--- src/ethcg_defines.vh ---
/*
 * Constants for the Ethernet command gate and watchdog: register byte
 * offsets, setting indices, reset values, field positions, timing counts.
 * Assumes it is included by bare name from the design files under src/.
 */
// What this block does
// - Value 61450 in any selector enables light protocol
// - Value 45238 anywhere gives timed protocol priority
// - All command octets zero rejects every command
// - Octets 3 and 4 match either-ordered ranges
// - Bound 9999 means single octet value only
// - Silence from permitted senders raises fault, shutoff
// - Check interval 9999 disables loss detection
// - Interval zero faults at once in network mode
// - Every frame from a permitted sender clears check counter
// - Check starts at first frame in network mode
// - Connection filter octets, bounds; all zero disables
// - Extension setting selects remote register layout
// - Setting 0 to 4 picks speed and duplex
// - Marked settings apply only after drive reset
// - Interval 0.1 to 999.8 s, shutoff past it
`ifndef ETHCG_DEFINES_VH
`define ETHCG_DEFINES_VH

// Setting indices, byte offset is index times four
`define ETHCG_IDX_FUNC_SEL_1 5'd0
`define ETHCG_IDX_CMD_OCT_1 5'd4
`define ETHCG_IDX_CMD_OCT_3_BOUND 5'd8
`define ETHCG_IDX_CMD_OCT_4_BOUND 5'd9
`define ETHCG_IDX_CHECK_INTERVAL 5'd10
`define ETHCG_IDX_FILT_OCT_1 5'd11
`define ETHCG_IDX_FILT_OCT_2_BOUND 5'd15
`define ETHCG_IDX_FILT_OCT_4_BOUND 5'd17
`define ETHCG_IDX_REMOTE_EXT 5'd18
`define ETHCG_IDX_LINK_SPEED 5'd19
`define ETHCG_NUM_SETTINGS 20

// Byte offsets of the control and status words
`define ETHCG_OFF_CTRL 8'h50
`define ETHCG_OFF_STATE 8'h54
`define ETHCG_OFF_IRQ_STATUS 8'h58
`define ETHCG_OFF_IRQ_MASK 8'h5C

// Control word bits
`define ETHCG_CTRL_APPLY 0
`define ETHCG_CTRL_FAULT_CLR 1

// Interrupt status bits
`define ETHCG_IRQ_FAULT 0
`define ETHCG_IRQ_CMD_REJECT 1
`define ETHCG_IRQ_CONN_REJECT 2
`define ETHCG_IRQ_BITS 3

// Setting values with a meaning of their own
`define ETHCG_PROTO_LIGHT 16'hF00A
`define ETHCG_PROTO_TIMED 16'hB0B6
`define ETHCG_UNUSED 16'h270F
`define ETHCG_OCTET_MAX 16'h00FF
`define ETHCG_LINK_SPEED_MAX 16'h0004

// Reset values
`define ETHCG_RST_FUNC_SEL_1 16'h1389
`define ETHCG_RST_FUNC_SEL_2 16'hB0B5
`define ETHCG_RST_FUNC_SEL_3 16'hB0B6
`define ETHCG_RST_FUNC_SEL_4 16'h270F
`define ETHCG_RST_CHECK_INTERVAL 16'h000F

// Remote register layouts
`define ETHCG_LAYOUT_SINGLE 2'h0
`define ETHCG_LAYOUT_DOUBLE 2'h1
`define ETHCG_LAYOUT_QUAD 2'h2
`define ETHCG_LAYOUT_OCTUPLE 2'h3
`define ETHCG_EXT_PLC_BASE 16'h0064

// Timing: check tick of 0.1 s at a 25 ns clock
`define ETHCG_TICK_NS 100000000
`define ETHCG_CLK_PERIOD_NS 25
`define ETHCG_TICK_CYCLES (`ETHCG_TICK_NS / `ETHCG_CLK_PERIOD_NS)

`endif

--- src/ethcg_gate.v ---
/*
 * Ethernet command gate and communication-loss watchdog: settings store
 * with drive-reset apply, protocol selection, command source and
 * connection filtering, loss timer with fault and output shutoff.
 * Assumes frame strobes come from receive logic on ref_clk, and that the
 * register port master follows one-cycle strobes with read data a cycle on.
 */
`default_nettype none
`include "ethcg_defines.vh"

module ethcg_gate #(
    parameter [31:0] TICK_CYCLES = `ETHCG_TICK_CYCLES
) (
    input wire ref_clk,
    input wire reset,
    input wire [7:0] reg_addr,
    input wire [15:0] reg_wr_data,
    input wire reg_wr,
    input wire reg_rd,
    output reg [15:0] reg_rd_data,
    input wire frame_valid,
    input wire [31:0] frame_src_ip,
    input wire frame_has_cmd,
    input wire conn_req,
    input wire [31:0] conn_src_ip,
    input wire net_mode,
    input wire cmd_src_eth,
    output reg light_proto_en,
    output reg timed_proto_en,
    output reg [1:0] remote_layout,
    output reg remote_plc_mode,
    output reg [2:0] link_speed_duplex,
    output reg cmd_accept,
    output reg cmd_reject,
    output reg conn_accept,
    output reg conn_reject,
    output reg ethernet_comm_fault,
    output reg output_shutoff,
    output reg irq
);

    integer i;

    // Pending settings as written, active copies as applied
    reg [15:0] pend_reg [0:`ETHCG_NUM_SETTINGS-1];
    reg [15:0] act_reg [0:`ETHCG_NUM_SETTINGS-1];
    reg [`ETHCG_IRQ_BITS-1:0] irq_status_reg;
    reg [`ETHCG_IRQ_BITS-1:0] irq_mask_reg;
    reg [21:0] tick_reg;
    reg [15:0] elapsed_reg;
    reg armed_reg;

    wire [4:0] idx = reg_addr[6:2];
    wire idx_ok = (reg_addr[7] == 1'b0) && (reg_addr[1:0] == 2'b00)
        && (idx < `ETHCG_NUM_SETTINGS);
    wire wr_ctrl = reg_wr && (reg_addr == `ETHCG_OFF_CTRL);
    wire apply = wr_ctrl && reg_wr_data[`ETHCG_CTRL_APPLY];
    wire fault_clr = wr_ctrl && reg_wr_data[`ETHCG_CTRL_FAULT_CLR];
    wire [15:0] interval = act_reg[`ETHCG_IDX_CHECK_INTERVAL];

    // Power-on value of each setting
    function [15:0] init_val;
        input [4:0] n;
        begin
            case (n)
                5'd0: init_val = `ETHCG_RST_FUNC_SEL_1;
                5'd1: init_val = `ETHCG_RST_FUNC_SEL_2;
                5'd2: init_val = `ETHCG_RST_FUNC_SEL_3;
                5'd3: init_val = `ETHCG_RST_FUNC_SEL_4;
                5'd8, 5'd9, 5'd15, 5'd16, 5'd17: init_val = `ETHCG_UNUSED;
                5'd10: init_val = `ETHCG_RST_CHECK_INTERVAL;
                default: init_val = 16'h0000;
            endcase
        end
    endfunction

    // Out-of-range writes are dropped so the active set stays legal
    function wr_ok;
        input [4:0] n;
        input [15:0] v;
        begin
            if (n < `ETHCG_IDX_CMD_OCT_1) begin
                wr_ok = 1'b1;
            end else if (n == `ETHCG_IDX_CMD_OCT_3_BOUND || n == `ETHCG_IDX_CMD_OCT_4_BOUND
                || (n >= `ETHCG_IDX_FILT_OCT_2_BOUND && n <= `ETHCG_IDX_FILT_OCT_4_BOUND)) begin
                wr_ok = (v <= `ETHCG_OCTET_MAX) || (v == `ETHCG_UNUSED);
            end else if (n == `ETHCG_IDX_CHECK_INTERVAL) begin
                wr_ok = (v <= `ETHCG_UNUSED);
            end else if (n == `ETHCG_IDX_REMOTE_EXT) begin
                wr_ok = 1'b1;
            end else if (n == `ETHCG_IDX_LINK_SPEED) begin
                wr_ok = (v <= `ETHCG_LINK_SPEED_MAX);
            end else begin
                wr_ok = (v <= `ETHCG_OCTET_MAX);
            end
        end
    endfunction

    // Protocol selectors: any of four holds the value
    function any_sel;
        input [15:0] a;
        input [15:0] b;
        input [15:0] c;
        input [15:0] d;
        input [15:0] v;
        begin
            any_sel = (a == v) || (b == v) || (c == v) || (d == v);
        end
    endfunction

    // Settings store; only the interval takes effect at once
    // apply on reset
    always @(posedge ref_clk) begin
        if (reset) begin
            for (i = 0; i < `ETHCG_NUM_SETTINGS; i = i + 1) begin
                pend_reg[i] <= init_val(i[4:0]);
                act_reg[i] <= init_val(i[4:0]);
            end
        end else begin
            if (reg_wr && idx_ok && wr_ok(idx, reg_wr_data)) begin
                pend_reg[idx] <= reg_wr_data;
            end
            for (i = 0; i < `ETHCG_NUM_SETTINGS; i = i + 1) begin
                if (apply) begin
                    act_reg[i] <= pend_reg[i];
                end
            end
            act_reg[`ETHCG_IDX_CHECK_INTERVAL] <= pend_reg[`ETHCG_IDX_CHECK_INTERVAL];
        end
    end

    wire [31:0] cmd_base = {act_reg[4][7:0], act_reg[5][7:0], act_reg[6][7:0],
        act_reg[7][7:0]};
    wire [31:0] filt_base = {act_reg[11][7:0], act_reg[12][7:0], act_reg[13][7:0],
        act_reg[14][7:0]};
    wire cmd_zero;
    wire cmd_hit;
    wire filt_zero;
    wire filt_hit;

    ethcg_ip_match u_cmd_match (
        .src_ip(frame_src_ip),
        .base_ip(cmd_base),
        .bound_2(`ETHCG_UNUSED),
        .bound_3(act_reg[`ETHCG_IDX_CMD_OCT_3_BOUND]),
        .bound_4(act_reg[`ETHCG_IDX_CMD_OCT_4_BOUND]),
        .all_zero(cmd_zero),
        .hit(cmd_hit)
    );

    ethcg_ip_match u_filt_match (
        .src_ip(conn_src_ip),
        .base_ip(filt_base),
        .bound_2(act_reg[15]),
        .bound_3(act_reg[16]),
        .bound_4(act_reg[17]),
        .all_zero(filt_zero),
        .hit(filt_hit)
    );

    wire cmd_ok = !cmd_zero && cmd_hit;
    wire from_source = frame_valid && cmd_ok;

    // Decoded configuration outputs
    always @(posedge ref_clk) begin
        if (reset) begin
            light_proto_en <= 1'b0;
            timed_proto_en <= 1'b0;
            remote_layout <= `ETHCG_LAYOUT_SINGLE;
            remote_plc_mode <= 1'b0;
            link_speed_duplex <= 3'h0;
        end else begin
            timed_proto_en <= any_sel(act_reg[0], act_reg[1], act_reg[2], act_reg[3],
                `ETHCG_PROTO_TIMED);
            light_proto_en <= any_sel(act_reg[0], act_reg[1], act_reg[2], act_reg[3],
                `ETHCG_PROTO_LIGHT) && !any_sel(act_reg[0], act_reg[1], act_reg[2],
                act_reg[3], `ETHCG_PROTO_TIMED);
            remote_plc_mode <= (act_reg[`ETHCG_IDX_REMOTE_EXT] >= `ETHCG_EXT_PLC_BASE);
            case (act_reg[`ETHCG_IDX_REMOTE_EXT])
                16'h000C, 16'h0070: remote_layout <= `ETHCG_LAYOUT_DOUBLE;
                16'h000E, 16'h0072: remote_layout <= `ETHCG_LAYOUT_QUAD;
                16'h0012, 16'h0026, 16'h0076, 16'h008A: remote_layout <= `ETHCG_LAYOUT_OCTUPLE;
                default: remote_layout <= `ETHCG_LAYOUT_SINGLE;
            endcase
            link_speed_duplex <= act_reg[`ETHCG_IDX_LINK_SPEED][2:0];
        end
    end

    // Per-frame accept and reject pulses
    always @(posedge ref_clk) begin
        if (reset) begin
            cmd_accept <= 1'b0;
            cmd_reject <= 1'b0;
            conn_accept <= 1'b0;
            conn_reject <= 1'b0;
        end else begin
            cmd_accept <= frame_valid && frame_has_cmd && cmd_ok;
            cmd_reject <= frame_valid && frame_has_cmd && !cmd_ok;
            conn_accept <= conn_req && (filt_zero || filt_hit);
            conn_reject <= conn_req && !filt_zero && !filt_hit;
        end
    end

    // Watchdog runs only in network mode with Ethernet as source
    wire monitor = net_mode && cmd_src_eth && (interval != `ETHCG_UNUSED);
    wire tick = (tick_reg == TICK_CYCLES[21:0] - 22'h000001);
    wire expire = armed_reg && (interval != 16'h0000) && (elapsed_reg >= interval);
    wire instant = monitor && (interval == 16'h0000);
    wire fault_set = monitor && (expire || instant);

    always @(posedge ref_clk) begin
        if (reset) begin
            tick_reg <= 22'h000000;
            elapsed_reg <= 16'h0000;
            armed_reg <= 1'b0;
        end else if (!monitor) begin
            tick_reg <= 22'h000000;
            elapsed_reg <= 16'h0000;
            armed_reg <= 1'b0;
        end else if (from_source) begin
            tick_reg <= 22'h000000;
            elapsed_reg <= 16'h0000;
            armed_reg <= 1'b1;
        end else if (armed_reg) begin
            tick_reg <= tick ? 22'h000000 : tick_reg + 22'h000001;
            if (tick && elapsed_reg != 16'hFFFF) begin
                elapsed_reg <= elapsed_reg + 16'h0001;
            end
        end
    end

    // Fault holds until cleared; a new expiry beats the clear
    // fault and shutoff
    always @(posedge ref_clk) begin
        if (reset) begin
            ethernet_comm_fault <= 1'b0;
            output_shutoff <= 1'b0;
        end else if (fault_set) begin
            ethernet_comm_fault <= 1'b1;
            output_shutoff <= 1'b1;
        end else if (fault_clr) begin
            ethernet_comm_fault <= 1'b0;
            output_shutoff <= 1'b0;
        end
    end

    // Sticky events; a read clears, an event in that cycle survives
    wire [`ETHCG_IRQ_BITS-1:0] events = {conn_req && !filt_zero && !filt_hit,
        frame_valid && frame_has_cmd && !cmd_ok, fault_set && !ethernet_comm_fault};
    wire rd_status = reg_rd && (reg_addr == `ETHCG_OFF_IRQ_STATUS);

    always @(posedge ref_clk) begin
        if (reset) begin
            irq_status_reg <= {`ETHCG_IRQ_BITS{1'b0}};
            irq_mask_reg <= {`ETHCG_IRQ_BITS{1'b0}};
            irq <= 1'b0;
        end else begin
            irq_status_reg <= (rd_status ? {`ETHCG_IRQ_BITS{1'b0}} : irq_status_reg) | events;
            if (reg_wr && reg_addr == `ETHCG_OFF_IRQ_MASK) begin
                irq_mask_reg <= reg_wr_data[`ETHCG_IRQ_BITS-1:0];
            end
            irq <= |(irq_status_reg & irq_mask_reg);
        end
    end

    // Read data one cycle after the strobe; zero otherwise
    always @(posedge ref_clk) begin
        if (reset) begin
            reg_rd_data <= 16'h0000;
        end else if (!reg_rd) begin
            reg_rd_data <= 16'h0000;
        end else if (idx_ok) begin
            reg_rd_data <= pend_reg[idx];
        end else begin
            case (reg_addr)
                `ETHCG_OFF_STATE: reg_rd_data <= {10'h000, armed_reg, ethernet_comm_fault,
                    remote_plc_mode, timed_proto_en, light_proto_en, monitor};
                `ETHCG_OFF_IRQ_STATUS: reg_rd_data <= {13'h0000, irq_status_reg};
                `ETHCG_OFF_IRQ_MASK: reg_rd_data <= {13'h0000, irq_mask_reg};
                default: reg_rd_data <= 16'h0000;
            endcase
        end
    end

endmodule
`default_nettype wire

--- src/ethcg_ip_match.v ---
/*
 * Address range matcher: compares a source address against four base
 * octets and optional range bounds on octets 2 to 4.
 * Assumes bounds hold 0 to 255 or the unused marker; purely combinational.
 */
`default_nettype none
`include "ethcg_defines.vh"

module ethcg_ip_match (
    input wire [31:0] src_ip,
    input wire [31:0] base_ip,
    input wire [15:0] bound_2,
    input wire [15:0] bound_3,
    input wire [15:0] bound_4,
    output wire all_zero,
    output wire hit
);

    // Either ordering of base and bound is allowed
    function in_range;
        input [7:0] octet;
        input [7:0] base;
        input [15:0] bound;
        begin
            if (bound == `ETHCG_UNUSED) begin
                in_range = (octet == base);
            end else if (bound[7:0] >= base) begin
                in_range = (octet >= base) && (octet <= bound[7:0]);
            end else begin
                in_range = (octet >= bound[7:0]) && (octet <= base);
            end
        end
    endfunction

    // Octet 1 always exact, lower octets by range
    assign all_zero = (base_ip == 32'h00000000);
    assign hit = (src_ip[31:24] == base_ip[31:24])
        && in_range(src_ip[23:16], base_ip[23:16], bound_2)
        && in_range(src_ip[15:8], base_ip[15:8], bound_3)
        && in_range(src_ip[7:0], base_ip[7:0], bound_4);

endmodule
`default_nettype wire
--- config.mk ---
export PLATFORM = sky130hd
export DESIGN_NAME = ethcg_gate
export DESIGN_NICKNAME = d
export VERILOG_FILES = /design/src/ethcg_gate.v /design/src/ethcg_ip_match.v
export VERILOG_INCLUDE_DIRS = /design/src /design/src/src
export SDC_FILE = /design/constraint.sdc
export NUM_CORES = 1
export LEC_CHECK = 0
export CAP_MARGIN = 15
export CORE_ASPECT_RATIO = 0.6
export CORE_MARGIN = 5
export CORE_UTILIZATION = 45
export CTS_CLUSTER_DIAMETER = 80
export DETAILED_ROUTE_END_ITERATION = 10
export DONT_BUFFER_PORTS = 1
export GPL_TIMING_DRIVEN = 0
export PLACE_DENSITY = 0.7
export SETUP_SLACK_MARGIN = 0.05
export SLEW_MARGIN = 0
export SYNTH_ARGS = -nofsm -noshare
export SYNTH_HDL_FRONTEND = slang
export SYNTH_SLANG_ARGS = --single-unit
--- constraint.sdc ---
create_clock -name ref_clk -period 15.35 [get_ports ref_clk]
set_clock_uncertainty 0.15 [all_clocks]
set_input_delay 2.3025 -clock ref_clk [delete_from_list [all_inputs] [get_ports ref_clk]]
set_output_delay 2.3025 -clock ref_clk [all_outputs]
set_load 0.01 [all_outputs]
## Word-level counts from Yosys, hierarchy flattened

Memory sizes are Yosys's and may differ from the RTL's. A register that Yosys moved wholly into a read port is not among the register bits.
Cells that the tools add are included.

| word-level totals | value |
|---|---|
| register bits after elaboration | 72 |
| memory bits (writable) | 640 |
| input port bits | 97 |
| output and inout port bits | 31 |
| logic and storage cells | 259 |
| memories kept | 2 |

Memories:

| memory | depth | width | read ports | clocked after memory_dff | wr ports | RTL line | source |
|---|---|---|---|---|---|---|---|
| act_reg | 20 | 16 | 20 | 1 | 20 | ethcg_gate.v:46 | `` reg [15:0] act_reg [0:`ETHCG_NUM_SETTINGS-1]; `` |
| pend_reg | 20 | 16 | 21 | 0 | 20 | ethcg_gate.v:45 | `` reg [15:0] pend_reg [0:`ETHCG_NUM_SETTINGS-1]; `` |

| operators by class | value |
|---|---|
| add/sub/neg operators | 2 |
| $lt $le $gt $ge | 34 |
| equality and inequality tests | 42 |
| muxes and demuxes | 62 |
| bitwise logic cells | 26 |
| reductions and logical operators | 75 |

Operators with widths:

| kind | number |
|---|---|
| 16-bit 2-to-1 mux | 29 |
| 16-bit equality test (second input constant) | 8 |
| 8-bit greater-or-equal comparator | 15 |
| 16-bit by 14-bit equality test with 1-bit output (second input constant) | 6 |
| 8-bit less-or-equal comparator | 10 |
| 8-bit equality test | 8 |
| 32-bit zero test | 2 |
| 16-bit by 7-bit equality test with 1-bit output (second input constant) | 3 |
| 1-bit logical AND | 43 |
| 16-bit by 4-bit equality test with 1-bit output (second input constant) | 2 |
| 8-bit by 7-bit equality test with 1-bit output (second input constant) | 4 |
| 1-bit 2-to-1 mux | 28 |
| 22-bit by 1-bit adder with 22-bit output (second input constant) | 1 |
| 22-bit equality test (second input constant) | 1 |
| 22-bit 2-to-1 mux | 1 |
| 1-bit OR | 21 |
| 6-bit case mux with 3 select lines | 1 |
| 16-bit by 1-bit adder with 16-bit output (second input constant) | 1 |
| 16-bit by 5-bit equality test with 1-bit output (second input constant) | 1 |
| 16-bit by 6-bit equality test with 1-bit output (second input constant) | 1 |
| 16-bit by 8-bit equality test with 1-bit output (second input constant) | 1 |
| 16-bit greater-or-equal comparator | 1 |
| 16-bit by 7-bit greater-or-equal comparator with 1-bit output (second input constant) | 1 |
| 16-bit by 14-bit less-or-equal comparator with 1-bit output (second input constant) | 1 |
| 27 further kinds | 51 |

## Logic depth before layout (Yosys ltp)

| logic depth | value |
|---|---|
| depth in word-level cells | 13 |
| mapped depth | 12 |

## Hierarchy

From an unflattened synthesis, not the netlist that was laid out.

| second synthesis, totals | value |
|---|---|
| cells, all modules | 2710 |
| area, all modules | 38887.3 um^2 |

Modules (own cells, without submodules):

| module | times used | cells an instance | area an instance (um^2) | seq. area each (um^2) |
|---|---|---|---|---|
| ethcg_gate | 1 | 2155 | 34683.3 | 24173.2 |
| ethcg_ip_match (u_filt_match) | 1 | 277 | 2125.8 | 0.0 |
| ethcg_ip_match (u_cmd_match) | 1 | 278 | 2078.2 | 0.0 |

## Worst setup path before layout

OpenSTA, ideal clock, no wires.

| timing | value |
|---|---|
| path type | input -> register |
| from | input port reg_addr[4] |
| to | memory act_reg[0][0], enable pin |
| arrival time | 8638 ps |
| required time | 14572 ps |
| setup slack | 5934 ps |
| stages | 7 |
| path through | buf_2 nor2b_1 and3_1 clkbuf_1 nand4_1 clkbuf_1 nand2b_1 |

RTL lines:

| element | RTL line | source |
|---|---|---|
| start, declared | ethcg_gate.v:16 | `input wire [7:0] reg_addr,` |
| end, declared | ethcg_gate.v:46 |  |

==> qor.tcl <==
set qor(cp_common_cell) {clkbuf_1}
set qor(flow.area_growth_from_synthesis_pct) 13.81
set qor(placement.io_buffers) 0
set qor(place_ws_ns) 8.905
set qor(worst_path_max_delay_cell) {clkbuf_1}
set qor(max_stage_delay_ns) 0.92
set qor(cts_hold_buffers) 0
set qor(min_path_type) {register to register}
set qor(synth_top_family_by_area) {simple AND/OR/NAND/NOR gates}
set qor(synth_top_area_cells) {edfxtp_1 60%, mux4_2 7.5%, ha_1 4.7%}
set qor(largest_register_ff_count) 492
set qor(routed-via-count) 24224
set qor(synth-seq-cells) 810
set qor(worstSkewPairLatency_ns) 0.65
set qor(wirelength_mm) 115.6
set qor(power.ir.vdd_worst_mv) 0.08360
set qor(die_width_um) 378.8
set qor(fin_cells) 4117
set qor(detail_route.first_pass.iterations) 6
set qor(critPathMaxFanout) 10
set qor(final_design_area_no_fill_mm2) 0.04181
set qor(core_region_area_mm2) 0.08118
set qor(tritoncts) {yes}
set qor(drt_drc_violations_left) 0
set qor(synth_top_area_cell) {edfxtp_1}
set qor(timing.hold.worst.start) {act_reg[19][2]}
set qor(drt_iter0_markers) 3805
set qor(grt_pass1_wl_mm) 162.2
set qor(status) {complete, no violations}
set qor(timing_worst_slew_pin_value_ns) 1.344
set qor(slew_headroom) 0.1043
set qor(tns_ns) 0
set qor(worst-setup-path-type) {primary input to register}
set qor(num-fill-cells) 6864
set qor(std_cell_rows) 81
set qor(grt_setup_unrepaired) {no}
set qor(number_of_clock_sinks) 810
set qor(synth_simple_gate_area_share) 0.1382
set qor(fraction_of_the_mapped_netlist_area_in_compound_gates) 0.04881
set qor(maxCapViolCount) 0
set qor(cellPowerDensity_mw_per_mm2) 115.7
set qor(crit_path_cell_trace) {nor3_1 > and3_1 > clkbuf_1 > nand4_1 > nor2_1 > buf_2 > clkbuf_1 > and2_1}
set qor(wire_per_inst_um) 28.07
set qor(register_area_mm2) 0.02357
set qor(yosys.area_share.adder) 0.04701
set qor(yosysWarnings) 0
set qor(setup_slack_ns) 9.146
set qor(rr_endpoint) {tick_reg[5]}
set qor(die_h_um) 231.3
set qor(final_hold_viol_count) 0
set qor(r2r_setup_slack_ns) 11.81
set qor(yosysTopAreaCellShare) 0.6009
set qor(critical_path_required_ns) 15.66
set qor(async_flop_share) 0
set qor(htree_num_levels) 3
set qor(final_worst_path_period_need_ns) 6.204
set qor(mean_area_per_synthesized_cell_um2) 14.08
set qor(multi_input_area_mm2) 0.01327
set qor(gp_routability_congestion) 1.048
set qor(initial_antenna_violation_count) 13
set qor(largest_net_degree_at_the_start_of_global_routing) 74
set qor(post_cts.resized_instances) 0
set qor(final_antenna_net_count) 0
set qor(cts_buffers) 74
set qor(timing.hold.worst_path_depth) 1
set qor(post_synth_instance_area_mm2) 0.03673
set qor(globalRoute.totalOverflow) 0
set qor(synth_xor_area_frac) 0.01407
set qor(final_min_period_over_clock_period) 0.4041
set qor(synth_edf_count) 735
set qor(synthCells) 2608
set qor(start_util) 0.4525
set qor(groute.usage.overall) 0.2620
set qor(worstPathArrival_ns) 6.51
set qor(synth.lib_cells_used.distinct) 81
set qor(dpl-instance-area_mm2) 0.03929
set qor(ys_seq_area_frac) 0.6417
set qor(placed_cells_incl_taps) 3978
set qor(num-nets-final) 3213
set qor(critical_path.endpoint_type) {register}
set qor(post_cts_buffers) 0
set qor(viasPerCell) 5.884
set qor(critPathLaunchType) {primary input}
set qor(fmax_mhz) 161.2
set qor(pin_count) 128
set qor(setup-violations-final) 0
set qor(clkTransAtPathRegs_ns) 0.06
set qor(design.die.area_mm2) 0.08763
set qor(dp.final_hpwl_mm) 86.05
set qor(leakage_uw) 0.01514
set qor(drive_gt1_frac) 0.1015
set qor(mux_contribution_to_synthesized_area) 0.08359
set qor(final_max_slew_viol_count) 0
set qor(hold_ws_ns) 0.3129
set qor(cts.root.buffer_cell) {clkbuf_16}
set qor(min_delay_worst_endpoint) {link_speed_duplex[2]}
set qor(max-clock-path-buffers) 3
set qor(vias_in_the_first_global_route) 22820
set qor(synth_ff_type) {edfxtp_1}
set qor(worst-r2r-cell-count) 12
set qor(worst_r2r_startpoint) {act_reg[6][2]}
[metal layers]
metal / up-vias / global-route usage / share of wire
met4: 14 / 0.07276 / 0.031
met1: 11765 / 0.3760 / 0.40
met3: 224 / 0.1596 / 0.20
li1: 10379 / - / -
met5: - / 0.008324 / 0.0015
met2: 1842 / 0.3274 / 0.37
[cell usage in the layout, fill, tap and decap left out, drive strengths merged, types with 31 or more instances in the layout]
master / netlist / layout
edfxtp: 735 / 735
nor3: 51 / 51
and3: 51 / 51
o21ai: 34 / 34
nor4: 46 / 46
nand3: 46 / 46
inv: 105 / 106
nand4: 56 / 56
nand2: 151 / 151
ha: 138 / 138
a21oi: 59 / 59
buf: 47 / 56
nor2: 187 / 187
mux4: 123 / 123
conb: 2 / 287
or3: 101 / 101
clkbuf: 91 / 189
dfxtp: 75 / 75
xor2: 31 / 31
a21o: 40 / 40
nor2b: 55 / 55
and2: 146 / 146
[Yosys cell counts, drive strengths merged, types with 6 or more instances]
| master | count |
|---|---|
| nor4 | 46 |
| and4 | 6 |
| clkbuf | 91 |
| or3 | 101 |
| a22o | 15 |
| nor4b | 9 |
| nand4 | 56 |
| a22oi | 18 |
| ha | 138 |
| o211ai | 14 |
| nand2 | 151 |
| nor3 | 51 |
| or2 | 10 |
| nand2b | 10 |
| and2 | 146 |
| nor2 | 187 |
| dfxtp | 75 |
| a221oi | 8 |
| mux2 | 8 |
| xor2 | 31 |
| o22ai | 8 |
| xnor2 | 28 |
| a31oi | 14 |
| and3 | 51 |
| inv | 105 |
| a211oi | 13 |
| nand3 | 46 |
| mux4 | 123 |
| buf | 47 |
| mux2i | 21 |
| nor2b | 55 |
| edfxtp | 735 |
| o21ai | 34 |
| a21o | 40 |
| a21oi | 59 |
[cell families (layout without fill, tap and decap cells)]
kind of cell,count (synthesis),count (layout)
AO/OA/AOI/OAI,259,259
XOR/XNOR,59,59
adder cells (fa/ha/maj),138,138
buffers and inverters,244,384
flip-flops,810,810
multiplexers,152,152
other,2,292
AND/OR/NAND/NOR,944,944
[how the worst max path moves through the flow]
stage | cells after the start | slack [ns] | to | startpoint
floorplan | 7 | 5.93 | act_reg[0][0] | reg_addr[4]
global placement | 4 | 2.28 | act_reg[4][4] | reset
detailed placement | 7 | 8.90 | reg_rd_data[10] | reg_addr[3]
CTS | 8 | 9.60 | pend_reg[5][12] | reg_addr[2]
global route | 8 | 9.37 | act_reg[0][15] | reg_addr[1]
finish | 8 | 9.15 | act_reg[0][15] | reg_addr[1]
[area by class of cell]
type	count	area share
tap	1079	0.03229
clock inverter	33	0.009338
clock buffer	98	0.04890
buffer	138	0.01368
inverter	106	0.009518
multi-input combinational	1839	0.3174
antenna	5	0.0002993
timing repair buffer	9	0.004729
sequential	810	0.5639
[report_power, final]
group          leakage, µW  switching [µW]  internal (µW)
Combinational      0.00612             226            124
Sequential         0.00783            61.6           2520
Clock              0.00119             830           1080
Total               0.0151            1120           3720
[per-stage QoR]
| stage | power (µW) | utilization |
|---|---|---|
| 4_1_cts | 4830 | 0.5140 |
| 3_5_place_dp | 2952 | 0.4840 |
| 6_report | 4837 | 0.5150 |
| 5_1_grt | 4970 | 0.5149 |
| 3_3_place_gp | 2952 | 0.4823 |
| 2_1_floorplan | 2807 | - |
[worst max-delay path: cells and delay by family]
kind                   cells  cell delay, ns
buffers and inverters      3            1.61
AND/OR/NAND/NOR            5            2.57
Power figures use the tool's default switching activity.
